===== config.mk =====
export PLATFORM = sky130hd
export DESIGN_NAME = ptc_top
export DESIGN_NICKNAME = d
export VERILOG_FILES = /design/src/ptc_pkg.sv /design/src/ptc_top.sv /design/src/ptc_src_sync.sv
export SDC_FILE = /design/constraint.sdc
export NUM_CORES = 1
export LEC_CHECK = 0
export BUFFER_PORTS_ARGS = -buffer_cell sky130_fd_sc_hd__buf_2
export CORE_MARGIN = 2
export CORE_UTILIZATION = 57
export CTS_BUF_LIST = sky130_fd_sc_hd__clkbuf_4
export CTS_CLUSTER_SIZE = 8
export DETAILED_ROUTE_END_ITERATION = 12
export PLACE_DENSITY = 0.94
export SYNTH_ARGS = -nofsm -noshare
export SYNTH_HDL_FRONTEND = slang
export SYNTH_SLANG_ARGS = --single-unit

===== constraint.sdc =====
create_clock -name pclk -period 5.1 [get_ports pclk]
set_clock_uncertainty 0.05 [all_clocks]
set_input_delay 0.765 -clock pclk [delete_from_list [all_inputs] [get_ports pclk]]
set_output_delay 0.765 -clock pclk [all_outputs]
set_load 0.02 [all_outputs]

===== src/ptc_pkg.sv =====
/*
  package for the periodic tick counter: register offsets, field positions,
  reset values and the control register layout.
  assumes a 32-bit apb master and byte addresses on paddr.
*/
package ptc_pkg;

  // register byte offsets
  localparam logic [7:0] OFF_CTRL = 8'h00;
  localparam logic [7:0] OFF_COUNT = 8'h04;
  localparam logic [7:0] OFF_LIMIT = 8'h08;
  localparam logic [7:0] OFF_EVT_STAT = 8'h0c;
  localparam logic [7:0] OFF_EVT_MASK = 8'h10;

  // control register field positions
  localparam int FLAG_BIT = 7;
  localparam int SRC_LSB = 5;
  localparam int IRQEN_BIT = 4;
  localparam int DIV_LSB = 0;

  // event status bit positions
  localparam int EVT_MATCH_BIT = 0;
  localparam int EVT_RECONF_BIT = 1;
  localparam int EVT_W = 2;

  // reset values
  localparam logic [7:0] CTRL_RST = 8'h00;
  localparam logic [7:0] LIMIT_RST = 8'h00;
  localparam logic [7:0] COUNT_RST = 8'h00;
  localparam logic [1:0] EVT_RST = 2'h0;

  // source select codes
  localparam logic [1:0] SRC_LOW_OSC = 2'h0;
  localparam logic [1:0] SRC_EXT = 2'h1;

  localparam int PRESC_W = 18;

  typedef struct packed {
    logic periodic_match_flag;
    logic [1:0] tick_source_select;
    logic periodic_irq_enable;
    logic [3:0] divider_select;
  } ptc_ctrl_s;

endpackage


===== src/ptc_top.sv =====
/*
  periodic tick counter: apb register file, prescaler, 8-bit tick counter
  with match limit, periodic flag and interrupt.
  assumes apb master on pclk; debug_halt and the mode inputs come from pclk logic.
*/
`timescale 1ns/1ps
module ptc_top (
  input wire logic pclk,
  input wire logic presetn,
  input wire logic psel,
  input wire logic penable,
  input wire logic pwrite,
  input wire logic [7:0] paddr,
  input wire logic [31:0] pwdata,
  output logic [31:0] prdata,
  output logic pready,
  output logic pslverr,
  input wire logic low_power_osc_clock,
  input wire logic external_ref_clock,
  input wire logic internal_ref_clock,
  input wire logic wait_mode,
  input wire logic deep_stop_mode,
  input wire logic shallow_stop_mode,
  input wire logic debug_halt,
  output logic irq
);

  ptc_pkg::ptc_ctrl_s ctrl_q;
  ptc_pkg::ptc_ctrl_s ctrl_d;
  logic [7:0] limit_q;
  logic [7:0] limit_d;
  logic [7:0] count_q;
  logic [7:0] count_d;
  logic [ptc_pkg::PRESC_W-1:0] presc_q;
  logic [ptc_pkg::PRESC_W-1:0] presc_d;
  logic [ptc_pkg::EVT_W-1:0] evt_q;
  logic [ptc_pkg::EVT_W-1:0] evt_d;
  logic [ptc_pkg::EVT_W-1:0] mask_q;
  logic [ptc_pkg::EVT_W-1:0] mask_d;
  logic [31:0] rdata_q;
  logic [31:0] rdata_d;
  logic src_edge;
  logic wr;
  logic rd;
  logic mapped;
  logic wr_ctrl;
  logic wr_limit;
  logic reconf;
  logic run;
  logic presc_out;
  logic match_evt;
  logic [ptc_pkg::PRESC_W-1:0] div;

  // prescaler divide ratio from source bit 0 and divider code
  function automatic logic [ptc_pkg::PRESC_W-1:0] div_of(input logic hi, input logic [3:0] ps);
    logic [ptc_pkg::PRESC_W-1:0] r;
    r = 18'h0_0001;
    if (!hi)
    begin
      case (ps)
        4'h1: r = 18'h0_0008;
        4'h2: r = 18'h0_0020;
        4'h3: r = 18'h0_0040;
        4'h4: r = 18'h0_0080;
        4'h5: r = 18'h0_0100;
        4'h6: r = 18'h0_0200;
        4'h7: r = 18'h0_0400;
        4'h8: r = 18'h0_0001;
        4'h9: r = 18'h0_0002;
        4'ha: r = 18'h0_0004;
        4'hb: r = 18'h0_000a;
        4'hc: r = 18'h0_0010;
        4'hd: r = 18'h0_0064;
        4'he: r = 18'h0_01f4;
        4'hf: r = 18'h0_03e8;
        default: r = 18'h0_0001;
      endcase
    end
    else
    begin
      case (ps)
        4'h1: r = 18'h0_0400;
        4'h2: r = 18'h0_0800;
        4'h3: r = 18'h0_1000;
        4'h4: r = 18'h0_2000;
        4'h5: r = 18'h0_4000;
        4'h6: r = 18'h0_8000;
        4'h7: r = 18'h1_0000;
        4'h8: r = 18'h0_03e8;
        4'h9: r = 18'h0_07d0;
        4'ha: r = 18'h0_1388;
        4'hb: r = 18'h0_2710;
        4'hc: r = 18'h0_4e20;
        4'hd: r = 18'h0_c350;
        4'he: r = 18'h1_86a0;
        4'hf: r = 18'h3_0d40;
        default: r = 18'h0_0001;
      endcase
    end
    return r;
  endfunction

  // source selection and edge detection
  // source pick
  ptc_src_sync ptc_src_sync_inst (
    .pclk(pclk),
    .presetn(presetn),
    .low_power_osc_clock(low_power_osc_clock),
    .external_ref_clock(external_ref_clock),
    .internal_ref_clock(internal_ref_clock),
    .tick_source_select(ctrl_q.tick_source_select),
    .deep_stop_mode(deep_stop_mode),
    .src_edge(src_edge)
  );

  // apb decode; zero wait states, unmapped addresses answer with pslverr
  always_comb
  begin
    mapped = (paddr == ptc_pkg::OFF_CTRL) || (paddr == ptc_pkg::OFF_COUNT) ||
             (paddr == ptc_pkg::OFF_LIMIT) || (paddr == ptc_pkg::OFF_EVT_STAT) ||
             (paddr == ptc_pkg::OFF_EVT_MASK);
    wr = psel & penable & pwrite & mapped;
    rd = psel & penable & ~pwrite & mapped;
    wr_ctrl = wr && (paddr == ptc_pkg::OFF_CTRL);
    wr_limit = wr && (paddr == ptc_pkg::OFF_LIMIT);
  end

  assign pready = 1'b1;
  assign pslverr = psel & penable & ~mapped;
  assign prdata = rdata_q;

  assign reconf = wr_limit || (wr_ctrl &&
    ((pwdata[ptc_pkg::SRC_LSB +: 2] != ctrl_q.tick_source_select) ||
     (pwdata[ptc_pkg::DIV_LSB +: 4] != ctrl_q.divider_select)));

  // wait and shallow stop do not gate counting; deep stop blocks the reference sources, debug halt freezes
  // counts in wait
  assign run = (ctrl_q.divider_select != 4'h0) && !debug_halt;
  assign div = div_of(ctrl_q.tick_source_select[0], ctrl_q.divider_select);
  assign presc_out = run && src_edge && (presc_q == div - 18'h0_0001);
  assign match_evt = presc_out && (count_q == limit_q) && !reconf;

  // prescaler and tick counter next values
  always_comb
  begin
    presc_d = presc_q;
    count_d = count_q;
    if (reconf)
    begin
      presc_d = 18'h0_0000;
      count_d = ptc_pkg::COUNT_RST;
    end
    else if (run && src_edge)
    begin
      if (presc_out)
      begin
        presc_d = 18'h0_0000;
        if (count_q == limit_q)
          count_d = 8'h00;
        else
          count_d = count_q + 8'h01;
      end
      else
        presc_d = presc_q + 18'h0_0001;
    end
  end

  // register file next values; hardware set wins over every clear
  always_comb
  begin
    ctrl_d = ctrl_q;
    limit_d = limit_q;
    evt_d = evt_q;
    mask_d = mask_q;
    rdata_d = rdata_q;
    if (wr_ctrl)
    begin
      ctrl_d.tick_source_select = pwdata[ptc_pkg::SRC_LSB +: 2];
      ctrl_d.periodic_irq_enable = pwdata[ptc_pkg::IRQEN_BIT];
      ctrl_d.divider_select = pwdata[ptc_pkg::DIV_LSB +: 4];
      if (pwdata[ptc_pkg::FLAG_BIT])
        ctrl_d.periodic_match_flag = 1'b0;
    end
    if (wr_limit)
      limit_d = pwdata[7:0];
    if (wr && (paddr == ptc_pkg::OFF_EVT_MASK))
      mask_d = pwdata[ptc_pkg::EVT_W-1:0];
    // clear only what the setup cycle captured, so a late event is not lost
    if (rd && (paddr == ptc_pkg::OFF_EVT_STAT))
      evt_d = evt_q & ~rdata_q[ptc_pkg::EVT_W-1:0];
    if (match_evt)
    begin
      ctrl_d.periodic_match_flag = 1'b1;
      evt_d[ptc_pkg::EVT_MATCH_BIT] = 1'b1;
    end
    if (reconf)
      evt_d[ptc_pkg::EVT_RECONF_BIT] = 1'b1;
    // read data captured in the setup phase
    if (psel && !penable)
    begin
      case (paddr)
        ptc_pkg::OFF_CTRL: rdata_d = {24'h00_0000, ctrl_q};
        ptc_pkg::OFF_COUNT: rdata_d = {24'h00_0000, count_q};
        ptc_pkg::OFF_LIMIT: rdata_d = {24'h00_0000, limit_q};
        ptc_pkg::OFF_EVT_STAT: rdata_d = {30'h0000_0000, evt_q};
        ptc_pkg::OFF_EVT_MASK: rdata_d = {30'h0000_0000, mask_q};
        default: rdata_d = 32'h0000_0000;
      endcase
    end
  end

  // all state registers
  always_ff @(posedge pclk or negedge presetn)
  begin
    if (!presetn)
    begin
      ctrl_q <= ptc_pkg::CTRL_RST;
      limit_q <= ptc_pkg::LIMIT_RST;
      count_q <= ptc_pkg::COUNT_RST;
      presc_q <= 18'h0_0000;
      evt_q <= ptc_pkg::EVT_RST;
      mask_q <= ptc_pkg::EVT_RST;
      rdata_q <= 32'h0000_0000;
    end
    else
    begin
      ctrl_q <= ctrl_d;
      limit_q <= limit_d;
      count_q <= count_d;
      presc_q <= presc_d;
      evt_q <= evt_d;
      mask_q <= mask_d;
      rdata_q <= rdata_d;
    end
  end

  // interrupt: periodic flag path plus masked sticky events; wakes from wait/stop
  // enabled flag drives irq
  assign irq = (ctrl_q.periodic_match_flag & ctrl_q.periodic_irq_enable) |
               (|(evt_q & mask_q));
endmodule


===== src/ptc_src_sync.sv =====
/*
  clock source selector: synchronises the three slow source clocks into pclk
  and gives one pulse per rising edge of the selected source, none for a reference source in deep stop.
  assumes each source runs well below half of pclk.
*/
`timescale 1ns/1ps
module ptc_src_sync (
  input wire logic pclk,
  input wire logic presetn,
  input wire logic low_power_osc_clock,
  input wire logic external_ref_clock,
  input wire logic internal_ref_clock,
  input wire logic [1:0] tick_source_select,
  input wire logic deep_stop_mode,
  output logic src_edge
);

  logic [2:0] meta_q;
  logic [2:0] meta_d;
  logic [2:0] sync_q;
  logic [2:0] sync_d;
  logic sel_q;
  logic sel_d;
  logic sel_lvl;

  // pick the synchronised source; reference clocks stop in deep stop
  always_comb
  begin
    meta_d = {internal_ref_clock, external_ref_clock, low_power_osc_clock};
    sync_d = meta_q;
    if (tick_source_select == ptc_pkg::SRC_LOW_OSC)
      sel_lvl = sync_q[0];
    else if (tick_source_select == ptc_pkg::SRC_EXT)
      sel_lvl = sync_q[1] & ~deep_stop_mode;
    else
      sel_lvl = sync_q[2] & ~deep_stop_mode;
    sel_d = sel_lvl;
  end

  // two-stage synchroniser plus edge history
  always_ff @(posedge pclk or negedge presetn)
  begin
    if (!presetn)
    begin
      meta_q <= 3'h0;
      sync_q <= 3'h0;
      sel_q <= 1'b0;
    end
    else
    begin
      meta_q <= meta_d;
      sync_q <= sync_d;
      sel_q <= sel_d;
    end
  end

  // a source switch can look like an edge; it comes the cycle after the clear and is counted
  assign src_edge = sel_lvl & ~sel_q;

endmodule


---- Word level (Yosys, flattened, before mapping) ----
Memories as Yosys holds them, arrays and structs flattened.
Index checks and enable logic that the tools add are counted.
word-level totals
  logic and storage cells ................. 95
  ROM bits ................................ 432
  memories kept ........................... 2
  flip-flop bits (word level) ............. 85
cells by class
  multiplexer cells ....................... 17
  bitwise operators ....................... 18
  add/subtract/negate cells ............... 3
  reductions and logical operators ........ 32
  eq/ne operators ......................... 9
memories
  memory           words  bits a word  rd ports  clocked after memory_dff  wr ports  RTL line       RTL
  (no name shown)  16     16           1         0                         0         ptc_top.sv:81  case (ps)
  (no name shown)  16     11           1         0                         0         ptc_top.sv:60  case (ps)
operators with widths
  kind                     count
  $mux W18                 4
  $mux W8                  5
  $pmux W8 S5              1
  $add A18 B1 Y18 const B  1
  $eq A18 B18 Y1           1
  $sub A18 B1 Y18 const B  1
  $eq A8 B4 Y1 const B     2
  $reduce_bool A2 Y1       6
  $logic_and A1 B1 Y1      11
  $and A1 B1 Y1            10
  $add A8 B1 Y8 const B    1
  $eq A8 B3 Y1 const B     1
  $eq A8 B5 Y1 const B     1
  $eq A8 B8 Y1             1
  $logic_not A8 Y1         1
  $logic_or A1 B1 Y1       6
  $mux W1                  6
  $and A2 B2 Y2            2
  $ne A4 B4 Y1             1
  $not A1 Y1               4
  $reduce_and A2 Y1        2
  $reduce_bool A4 Y1       1
  $logic_not A1 Y1         3
  $eq A2 B1 Y1 const B     1
  other kinds (6)          6

---- Logic depth before layout (Yosys ltp) ----
Gate-level depths: netlist of run 1.
  depth after elaboration ................. 13
  gate-level depth with buffers ........... 16

---- Cells and area by module ----
A second synthesis of run 1 with hierarchy kept.
unflattened totals
  cells, all modules ...................... 516
  area, all modules ....................... 4,669.5 um^2
by module, submodules not included
  module        area each (um^2)  cells an instance  times used
  ptc_top       4,455.5           502                1
  ptc_src_sync  214.0             14                 1

---- Least setup slack after synthesis of run 1 ----
No wires, ideal clock.
  path kind ............................... register to register
  start ................................... register ctrl_q[0] (netlist name)
  end ..................................... register count_q[6]
  data arrival time ....................... 3,599 ps
  stages on the path, launching flop included .. 14
  buffers on the path ..................... 2
  data required time ...................... 4,972 ps
  setup slack ............................. 1,373 ps
  period minus slack after synthesis ...... 3,727 ps
  setup time .............................. 78 ps
  path through ............................ dfrtp_1 -> buf_2 -> inv_1 -> ha_1 -> a21o_1 -> a311o_1 -> nor4_4 -> nand4_4 -> or4b_1 -> a22oi_2 -> o2111ai_2 -> buf_6 -> or4_1 -> a21oi_1
on the way
  word-level cells in the longest chain between the ends .. 7
RTL lines
  what                                                       RTL line        RTL
  from (decl)                                                ptc_top.sv:28   ptc_pkg::ptc_ctrl_s ctrl_q;
  from (signal assigned)                                     ptc_top.sv:217  ctrl_q <= ptc_pkg::CTRL_RST;
  from (signal assigned)                                     ptc_top.sv:227  ctrl_q <= ctrl_d;
  $mem_v2 Z16 W11 / $mem_v2 Z16 W16 (equally long branches)  -
  $mux W18                                                   ptc_top.sv:58   if (!hi)
  $sub A18 B1 Y18                                            ptc_top.sv:140  assign presc_out = run && src_edge && (presc_q == div - 18'h0_0001);
  $eq A18 B18 Y1                                             ptc_top.sv:140
  $logic_and A1 B1 Y1                                        ptc_top.sv:140
  $reduce_bool A2 Y1 (no line)                               -
  $reduce_and A2 Y1 (no line)                                -
  to (signal assigned)                                       ptc_top.sv:219  count_q <= ptc_pkg::COUNT_RST;
  to (signal assigned)                                       ptc_top.sv:229  count_q <= count_d;
  to (decl)                                                  ptc_top.sv:32   logic [7:0] count_q;
Parallel ways exist; a longest one is shown, timed or not.
A chain may end at the register's enable or synchronous reset.

---- Worst setup path in the final report of run 1 ----
  start ................................... register ctrl_q[0] (netlist name)
  end ..................................... register presc_q[0] (netlist name)
on the way
  word-level cells in the longest chain between the ends .. 8
RTL lines
  what                                                       RTL line        RTL
  $mem_v2 Z16 W11 / $mem_v2 Z16 W16 (equally long branches)  -
  $mux W18                                                   ptc_top.sv:58
  $sub A18 B1 Y18                                            ptc_top.sv:140
  $eq A18 B18 Y1                                             ptc_top.sv:140
  $logic_and A1 B1 Y1                                        ptc_top.sv:140
  $mux W18                                                   ptc_top.sv:155  if (presc_out)
  $mux W18                                                   ptc_top.sv:153  else if (run && src_edge)
  $mux W18                                                   ptc_top.sv:148  if (reconf)
  to (signal assigned)                                       ptc_top.sv:230  presc_q <= presc_d;
  to (decl)                                                  ptc_top.sv:34   logic [ptc_pkg::PRESC_W-1:0] presc_q;
Parallel ways exist; a longest one is shown, timed or not. The select of a mux whose other input is x is not followed.

==> impl_metrics.ini, run 1 <==
[pwr]
power_mw = 1.03
p_leak_nw = 2.12
cellPowerDensity_mw_per_mm2 = 217
peakVddDrop_mv = 0.315

[clock_tree]
ctsRootBufferMaster = clkbuf_4
ctsHoldBuffers = 0
cts_setup_buffers = 0
clkTransAtPathRegs_ns = 0.09
clk_latency_ns = 0.42
cts_resized = 0
htreeDepth = 3
clock_path_buffers = 2
cts.sinks = 61
cts_made_buffers = 9
cts_tree = yes

[route]
via_per_inst = 5.95
avgRoutedWirePerCell_um = 15.4
drtIter0Drc = 364
ant_nets = 0
vias = 3801
firstDrtPassIters = 6
routed_wirelength_um = 9860
drc = 0

[logic_synthesis]
synth_area_per_cell_um2 = 8.85
ys_seq_elements = 61
synth_edf_count = 0
synth_area_mm2 = 0.00452
synth_ff_type = dfrtp_1
synth_cell_types = 73
synthCells = 511
async_flop_share = 1.00
yosys_warnings = 0
seq_area_frac_synth = 0.337

[timing]
rsz0062_at_grt = no
post-route-min-period_ns = 4.56
hold_violations = 0
setup_ws_ns = 0.545
tns_ns = 0
finalMaxSlewViolations = 0
hold_ws_ns = 0.306
setup_violations = 0
maxSlewHeadroom = 0.354
fmax_mhz = 220
fin_crit_sh = 0.893
tightest_slew_ns = 0.970

[cells_and_area]
fillCellCount = 637
fin_nets = 594
area_delta_synth_final_pct = 4.84
drive_gt1_frac = 0.149
final_core_util = 0.614
stdcell_count = 639
diodes = 0
fin_area_mm2 = 0.00474

[outcome]
status = finished clean

[worst_setup_path]
cp.depth = 11
path_cells = inv_1 -> ha_1 -> a21o_1 -> a311o_1 -> nor4_4 -> nand4_4 -> or4b_1 -> a22oi_2 -> o2111ai_2 -> or2b_1 -> o31ai_1
critPathCaptureType = flip-flop
critical_path_peak_fanout = 21
crit_slowest_cell = dfrtp_1
path_class = reg -> reg
rr_worst_depth = 11
cp.arrival_ns = 4.79
slowest_delay_ns = 0.64
required_ns = 5.34
cp_top_family = simple AND/OR/NAND/NOR gates
startpoint_type = flip-flop
crit_buf_inv = 1

[die]
rows = 32
start_util = 0.585
die-width_um = 93.1
fp.dieArea_mm2 = 0.00866
core_mm2 = 0.00773
die_y_um = 93.1
ioPinCount = 87

[job]
cap_viol_max_count = 0

[place]
place_area_mm2 = 0.00462
place_congestion = 0.885
portBuffers = 35
dp_hpwl_um = 7190
dpl.cell_count = 624
place_worst_setup_slack_ns = 0.546

[hold_path]
hp-class = reg -> reg
min_path_cells = 0

[global_route]
grt_pass1_vias = 3519
grt_start_max_net_pins = 62
grt_pass1_wl_um = 16500
grt_use_total = 0.239
overflow = 0
antenna_found_initial = 0
cell families after synthesis:
logic type,count (synthesis),share of synthesized area
adders and majority gates,9,0.0249
xor gates and xnor gates,49,0.0979
other,2,0.00166
muxes,24,0.0567
DFF,61,0.337
buffers and inverters,61,0.0794
and+or+nand+nor,206,0.250
AOI/OAI and AO/OA,99,0.152
final timing paths:
| path | startpoint | endpoint | slack [ns] |
|---|---|---|---|
| setup / recovery | ctrl_q[0]$_DFFE_PN0P_ | presc_q[0]$_DFFE_PN0P_ | 0.54 |
| hold / removal | ptc_src_sync_inst.meta_q[1]$_DFF_PN0_ | ptc_src_sync_inst.sync_q[1]$_DFF_PN0_ | 0.31 |
| setup reg to reg | ctrl_q[0]$_DFFE_PN0P_ | presc_q[0]$_DFFE_PN0P_ | 0.54 |
| hold reg to reg | ptc_src_sync_inst.meta_q[1]$_DFF_PN0_ | ptc_src_sync_inst.sync_q[1]$_DFF_PN0_ | 0.31 |
| max in group asynchronous | presetn | mask_q[0]$_DFFE_PN0P_ | 4.06 |
| min in group asynchronous | presetn | presc_q[8]$_DFFE_PN0P_ | 0.42 |
layout by cell type, fill, tap and decap left out, types with 10 or more instances in the layout:
cell      synthesis  layout
nand2_1          48      48
xnor2_1          31      31
conb_1            2      25
nand3_1          20      20
inv_1            11      11
mux2_2           13      13
o21ai_0          20      20
xor2_1           17      17
and3_1           10      10
mux2i_1          11      11
a21oi_1          26      26
dfrtp_1          61      61
buf_2             8      35
nor2_1           45      45
nand2b_1         14      14
per-layer routing:
layer	wire (um)	track usage
met5	0	0
met4	104	0.0686
met3	618	0.0508
met2	4880	0.397
met1	4260	0.316
worst reg2reg max path, delay by kind of cell, from the launching register on:
kind | cells | cell delay (ns)
AND/OR/NAND/NOR | 4 | 1.87
AO/OA/AOI/OAI | 5 | 1.38
flip-flops | 1 | 0.64
adder cells (fa/ha/maj) | 1 | 0.33
buffers and inverters | 1 | 0.18
sequential cells by signal (all words and copies together), names as in the netlist:
register,cells
count_q,8
ptc_src_sync_inst.meta_q,3
evt_q,2
limit_q,8
ctrl_q,8
mask_q,2
presc_q,18
prdata,8
ptc_src_sync_inst.sel_q,1
ptc_src_sync_inst.sync_q,3
cell usage after synthesis (8+ instances only):
cell      instances  area, um^2
xnor2_1          31         272
nand3_1          20         100
inv_1            11        41.3
nor3_1            9        45.0
mux2_2           13         146
ha_1              9         113
xor2_1           17         149
clkbuf_1          9        33.8
o31ai_1           8        60.1
nand4_1           8        50.1
nand2b_1         14        87.6
mux2i_1          11         110
dfrtp_1          61        1530
buf_4            26         195
and3_1           10        62.6
buf_2             8        40.0
a21oi_1          26         130
nor2_1           45         169
nand2_1          48         180
o21ai_0          20         100
where the power goes:
| group | internal [mW] | switching [mW] | total [mW] |
|---|---|---|---|
| clock | 0.142 | 0.175 | 0.317 |
| combinational | 0.0687 | 0.108 | 0.177 |
| sequential | 0.503 | 0.0329 | 0.536 |
| total | 0.713 | 0.317 | 1.03 |
final cells by class:
cell class              count  area [um^2]  area share
well taps                 102          128      0.0269
multi-input cells         412         2730       0.576
repair buffers             37          190      0.0401
clock inverters             6         55.1      0.0116
clock buffers               9         67.6      0.0142
inverters                  12         45.0     0.00950
flip-flops and latches     61         1530       0.322
Note: power is estimated with default switching activity, not from simulation.
==> run 2: changes to the inputs <==
--- a/config.mk
+++ b/config.mk
@@ -7,11 +7,12 @@
 export LEC_CHECK = 0
 export BUFFER_PORTS_ARGS = -buffer_cell sky130_fd_sc_hd__buf_2
 export CORE_MARGIN = 2
-export CORE_UTILIZATION = 57
+export CORE_UTILIZATION = 58
 export CTS_BUF_LIST = sky130_fd_sc_hd__clkbuf_4
 export CTS_CLUSTER_SIZE = 8
 export DETAILED_ROUTE_END_ITERATION = 12
-export PLACE_DENSITY = 0.94
+export GPL_TIMING_DRIVEN = 0
+export PLACE_DENSITY = 0.95
 export SYNTH_ARGS = -nofsm -noshare
 export SYNTH_HDL_FRONTEND = slang
 export SYNTH_SLANG_ARGS = --single-unit
==> run 2 against run 1 <==
Effect of this change:
- wire length up 13%
- sequential cell count unchanged
- sequential share of layout area is 2.0 points lower
- die area decreased by 1.6%
- first-iteration DRC count up 8.0%
- combinational power rose by 16%
- register-to-register slack improved by 0.20 ns
- via count is 7.6% higher
- setup slack gained 0.20 ns
- critical path depth increased by 3
==> impl_metrics.ini, run 2 (synthesis results as in run 1) <==
[cells_and_area]
stdcell_count = 687
diodes = 0
fillCellCount = 593
final_core_util = 0.661
final_cell_mix = dfrtp_1, nand2_1, nor2_1, buf_2, xnor2_1
largest_reg_flops = 18
layout.cells.most_common = dfrtp_1
largest-register = presc_q
drive_gt1_frac = 0.200
area_delta_synth_final_pct = 11.8
fin_nets = 641

[global_route]
antenna_found_initial = 0
grt_pass1_wl_um = 18700
grt_pass1_vias = 3933
grt_start_max_net_pins = 62
overflow = 0
grt_use_total = 0.274

[timing]
maxSlewHeadroom = 0.436
tightest_slew_ns = 0.838
setup_violations = 0
hold_violations = 0
tns_ns = 0
post-route-min-period_ns = 4.35
finalMaxSlewViolations = 0
rsz0062_at_grt = no
fin_crit_sh = 0.854
fmax_mhz = 230

[worst_setup_path]
rrSetupSlack_ns = 0.75
cp.arrival_ns = 4.62
r2r_start = ctrl_q[0]$_DFFE_PN0P_
crit_slowest_cell = or4b_1
path_cells = buf_2 -> inv_1 -> ha_1 -> a21o_1 -> a311o_1 -> nor4_4 -> nand4_4 -> or4b_1 -> a22oi_2 -> o2111ai_2 -> or2b_1 -> clkbuf_1 -> buf_2 -> nor2_1
critPathCaptureType = flip-flop
startpoint_type = flip-flop
required_ns = 5.36
path_class = reg -> reg
critical_path_peak_fanout = 10
slowest_delay_ns = 0.59
rr_worst_depth = 14
cp_common_cell = buf_2
cp-startpoint = ctrl_q[0]$_DFFE_PN0P_
r2r-end = presc_q[11]$_DFFE_PN0P_

[die]
ioPinCount = 87
core_mm2 = 0.00765
rows = 32
die-width_um = 92.3
die_y_um = 92.3
start_util = 0.591
fp.dieArea_mm2 = 0.00852

[job]
cap_viol_max_count = 0

[clock_tree]
cts_tree = yes
cts.sinks = 61
ctsHoldBuffers = 0
ctsRootBufferMaster = clkbuf_4
htreeDepth = 3
clk_latency_ns = 0.43
cts_resized = 0
cts_setup_buffers = 0
clkTransAtPathRegs_ns = 0.11
clock_path_buffers = 2
cts_made_buffers = 9

[outcome]
status = finished clean

[route]
avgRoutedWirePerCell_um = 16.2
ant_nets = 0
firstDrtPassIters = 5
drc = 0
via_per_inst = 5.95
routed_wirelength_um = 11200
vias = 4091
drtIter0Drc = 393

[place]
dpl.cell_count = 671
portBuffers = 35
place_congestion = 0.914
dp_hpwl_um = 8340

[pwr]
peakVddDrop_mv = 0.205
p_leak_nw = 2.32
cellPowerDensity_mw_per_mm2 = 216

[hold_path]
hp-class = reg -> reg
min_from = ptc_src_sync_inst.meta_q[0]$_DFF_PN0_
hold_end = ptc_src_sync_inst.sync_q[0]$_DFF_PN0_
min_path_cells = 0
run 2: cell count changes in the layout (fill, tap and decap cells not counted), sizes merged:
cell | previous run | this run
buf | 37 | 75
clkbuf | 9 | 18
clkinv | 4 | 2
inv | 12 | 14
clkinvlp | 1 | 2
run 2: critical path, delay by kind of cell (launching register included):
kind	cells	cell delay (ns)
adder cells (fa/ha/maj)	1	0.32
flip-flops	1	0.41
AND/OR/NAND/NOR	5	1.49
buffers and inverters	4	1.00
AO/OA/AOI/OAI	4	0.96
run 2: area by class of cell:
type                            count  area, um^2  share of cell area
Multi-Input combinational cell    412        2720               0.539
Sequential cell                    61        1530               0.302
Buffer                             49         314              0.0621
Timing Repair Buffer               35         178              0.0351
Tap cell                          102         128              0.0252
Clock inverter                      7        72.6              0.0144
Clock buffer                        9        67.6              0.0134
Inverter                           12        45.0             0.00891
run 2: how the worst max path moves through the flow:
stage                                   end  slack, ns  cells past startpoint
detailed placement  presc_q[12]$_DFFE_PN0P_       0.80                     14
finish              presc_q[11]$_DFFE_PN0P_       0.75                     14
global route        presc_q[12]$_DFFE_PN0P_       0.47                     14
floorplan            count_q[6]$_DFFE_PN0P_       1.37                     13
global placement     presc_q[6]$_DFFE_PN0P_       0.88                     14
CTS                 presc_q[12]$_DFFE_PN0P_       0.76                     14
run 2: layer usage:
| metal | part of all wire | global-route usage | vias to the layer above |
|---|---|---|---|
| met5 | 0 | 0 | - |
| met4 | 0.030 | 0.103 | 0 |
| met3 | 0.071 | 0.0513 | 37 |
| met2 | 0.47 | 0.450 | 196 |
| met1 | 0.42 | 0.363 | 1937 |
| li1 | - | - | 1921 |
run 2: power breakdown:
group / internal (mW) / switching [mW]
clock network: 0.151 / 0.202
registers: 0.503 / 0.0289
logic: 0.0843 / 0.121
run 2: stage by stage:
step	power [mW]	cell area, um^2	setup slack (ns)	hold slack [ns]
2_1_floorplan	0.683	4610	1.37	0.281
3_3_place_gp	0.727	4910	0.878	0.284
3_5_place_dp	0.741	4910	0.804	0.287
4_1_cts	1.09	5050	0.764	0.311
5_1_grt	1.14	5050	0.474	0.315
6_report	1.09	5050	0.745	0.309
==> run 3: changes to the inputs <==
--- a/config.mk
+++ b/config.mk
@@ -7,12 +7,12 @@
 export LEC_CHECK = 0
 export BUFFER_PORTS_ARGS = -buffer_cell sky130_fd_sc_hd__buf_2
 export CORE_MARGIN = 2
-export CORE_UTILIZATION = 58
+export CORE_UTILIZATION = 50
 export CTS_BUF_LIST = sky130_fd_sc_hd__clkbuf_4
 export CTS_CLUSTER_SIZE = 8
 export DETAILED_ROUTE_END_ITERATION = 12
 export GPL_TIMING_DRIVEN = 0
-export PLACE_DENSITY = 0.95
+export PLACE_DENSITY = 0.85
 export SYNTH_ARGS = -nofsm -noshare
 export SYNTH_HDL_FRONTEND = slang
 export SYNTH_SLANG_ARGS = --single-unit
==> run 3 against run 2 <==
Effect of this change:
- global-route usage shrank 5.6 points
- worst hold slack lost 0.0013 ns
- first-iteration DRC count shrank 8.7%
- setup slack lost 0.023 ns
- critical path depth is the same
- wire length shrank 5.2%
- sequential cell count is the same
- sequential share of layout area is essentially flat
- cell area is essentially flat
- die area grew 15%
- fmax shrank 0.52%
- critical path type unchanged
- largest cell class unchanged
- largest power group unchanged
==> impl_metrics.ini, run 3 (synthesis results as in run 1) <==
[outcome]
status = finished clean

[pwr]
p_seq_frac = 0.497
power.share.clock = 0.316
cellPowerDensity_mw_per_mm2 = 211
comb_power_share = 0.187
peakVddDrop_mv = 0.224
p_int_mw = 0.733
switchingPower_mw = 0.336
p_leak_nw = 2.31
switching_share = 0.315

[clock_tree]
clkTransAtPathRegs_ns = 0.11
htreeDepth = 3
clock_path_buffers = 2
ctsHoldBuffers = 0
cts_made_buffers = 9
cts_resized = 0
cts_tree = yes
cts_setup_buffers = 0
ctsRootBufferMaster = clkbuf_4
cts.sinks = 61
clk_latency_ns = 0.41

[timing]
maxSlewHeadroom = 0.450
rsz0062_at_grt = no
fmax_mhz = 228
tns_ns = 0
post-route-min-period_ns = 4.38
tightest_slew_ns = 0.818
setup_violations = 0
hold_violations = 0
setup_ws_ns = 0.723
finalMaxSlewViolations = 0
fin_crit_sh = 0.858

[route]
ant_nets = 0
routed_wirelength_um = 10600
firstDrtPassIters = 5
drtIter0Drc = 359
vias = 3959
drc = 0
avgRoutedWirePerCell_um = 15.3
via_per_inst = 5.71

[worst_setup_path]
required_ns = 5.35
cp_top_family = simple AND/OR/NAND/NOR gates
cp.arrival_ns = 4.63
critical_path_peak_fanout = 10
path_class = reg -> reg
crit_slowest_cell = or4b_1
crit_buf_inv = 4
path_cells = buf_2 -> inv_1 -> ha_1 -> a21o_1 -> a311o_1 -> nor4_4 -> nand4_4 -> or4b_1 -> a22oi_2 -> o2111ai_2 -> or2b_1 -> clkbuf_1 -> buf_2 -> nor2_1
slowest_delay_ns = 0.58
critPathCaptureType = flip-flop
rr_worst_depth = 14
cp_common_cell = buf_2
startpoint_type = flip-flop
cp.depth = 14

[global_route]
grtUsageMet1 = 0.297
grt_use_total = 0.218
grt.met2_usage = 0.355
overflow = 0
busiest_layer = met2
grt_pass1_vias = 3726
grt_pass1_wl_um = 17400
grt_start_max_net_pins = 62
grtUsageMet3 = 0.0443
antenna_found_initial = 0

[place]
place_worst_setup_slack_ns = 0.758
place_congestion = 0.892
dp_hpwl_um = 8060
portBuffers = 35

[hold_path]
min_path_cells = 0
hp-class = reg -> reg

[cells_and_area]
diodes = 0
fin_nets = 641
largest_reg_flops = 18
largest-register = presc_q
area_delta_synth_final_pct = 11.8
drive_gt1_frac = 0.198
final_cell_mix = dfrtp_1, nand2_1, nor2_1, buf_2, xnor2_1
layout.cells.most_common = dfrtp_1

[die]
core_mm2 = 0.00876
rows = 34
die_y_um = 99.1
start_util = 0.516
fp.dieArea_mm2 = 0.00982
ioPinCount = 87
die-width_um = 99.1

[job]
cap_viol_max_count = 0
run 3: changes by cell type in the layout (fill, tap and decap cells not counted), sizes merged:
cell	before	now
inv	14	12
clkinv	2	3
clkinvlp	2	3
run 3: layer usage:
layer	wire length, um	part of all wire
met1	4770	0.45
met4	92	0.0087
met2	5020	0.47
met3	706	0.067
met5	0	0
run 3: worst register-to-register path: cells and delay by family (launching register included):
| kind | cells | cell delay [ns] |
|---|---|---|
| flip-flops | 1 | 0.41 |
| adder cells (fa/ha/maj) | 1 | 0.32 |
| buffers and inverters | 4 | 0.97 |
| AO/OA/AOI/OAI | 4 | 1.03 |
| AND/OR/NAND/NOR | 5 | 1.49 |
run 3: stage by stage:
stage               hold WS, ns  std cells  instance area (um^2)   util  power (mW)
floorplan                 0.281        534                  4610      -       0.683
global placement          0.284        677                  4920  0.561       0.729
detailed placement        0.287        677                  4920  0.561       0.737
CTS                       0.312        693                  5050  0.577        1.07
global route              0.317        693                  5060  0.577        1.12
finish                    0.308        693                  5060  0.577        1.07
run 3: layout make-up:
| class | count | area [um^2] |
|---|---|---|
| Fill cell | 762 | 3710 |
| Multi-Input combinational cell | 412 | 2720 |
| Sequential cell | 61 | 1530 |
| Buffer | 49 | 314 |
| Timing Repair Buffer | 35 | 178 |
| Tap cell | 108 | 135 |
| Clock buffer | 9 | 67.6 |
| Clock inverter | 7 | 66.3 |
| Inverter | 12 | 45.0 |
run 3: worst paths after layout:
kind,start,end,slack (ns)
worst max-delay path,ctrl_q[0]$_DFFE_PN0P_,presc_q[14]$_DFFE_PN0P_,0.72
worst min-delay path,ptc_src_sync_inst.meta_q[0]$_DFF_PN0_,ptc_src_sync_inst.sync_q[0]$_DFF_PN0_,0.31
worst max register to register,ctrl_q[0]$_DFFE_PN0P_,presc_q[14]$_DFFE_PN0P_,0.72
worst min register to register,ptc_src_sync_inst.meta_q[0]$_DFF_PN0_,ptc_src_sync_inst.sync_q[0]$_DFF_PN0_,0.31
max in group asynchronous,presetn,evt_q[1]$_DFFE_PN0P_,4.11
min in group asynchronous,presetn,presc_q[7]$_DFFE_PN0P_,0.35
run 3: power groups by stage:
stage	clock network, mW	registers [mW]	logic, mW
final	0.338	0.531	0.200
after global routing	0.361	0.534	0.223
after CTS	0.341	0.531	0.198
after detailed placement	0	0.540	0.197
after global placement	0	0.538	0.191
after floorplan	0	0.533	0.150
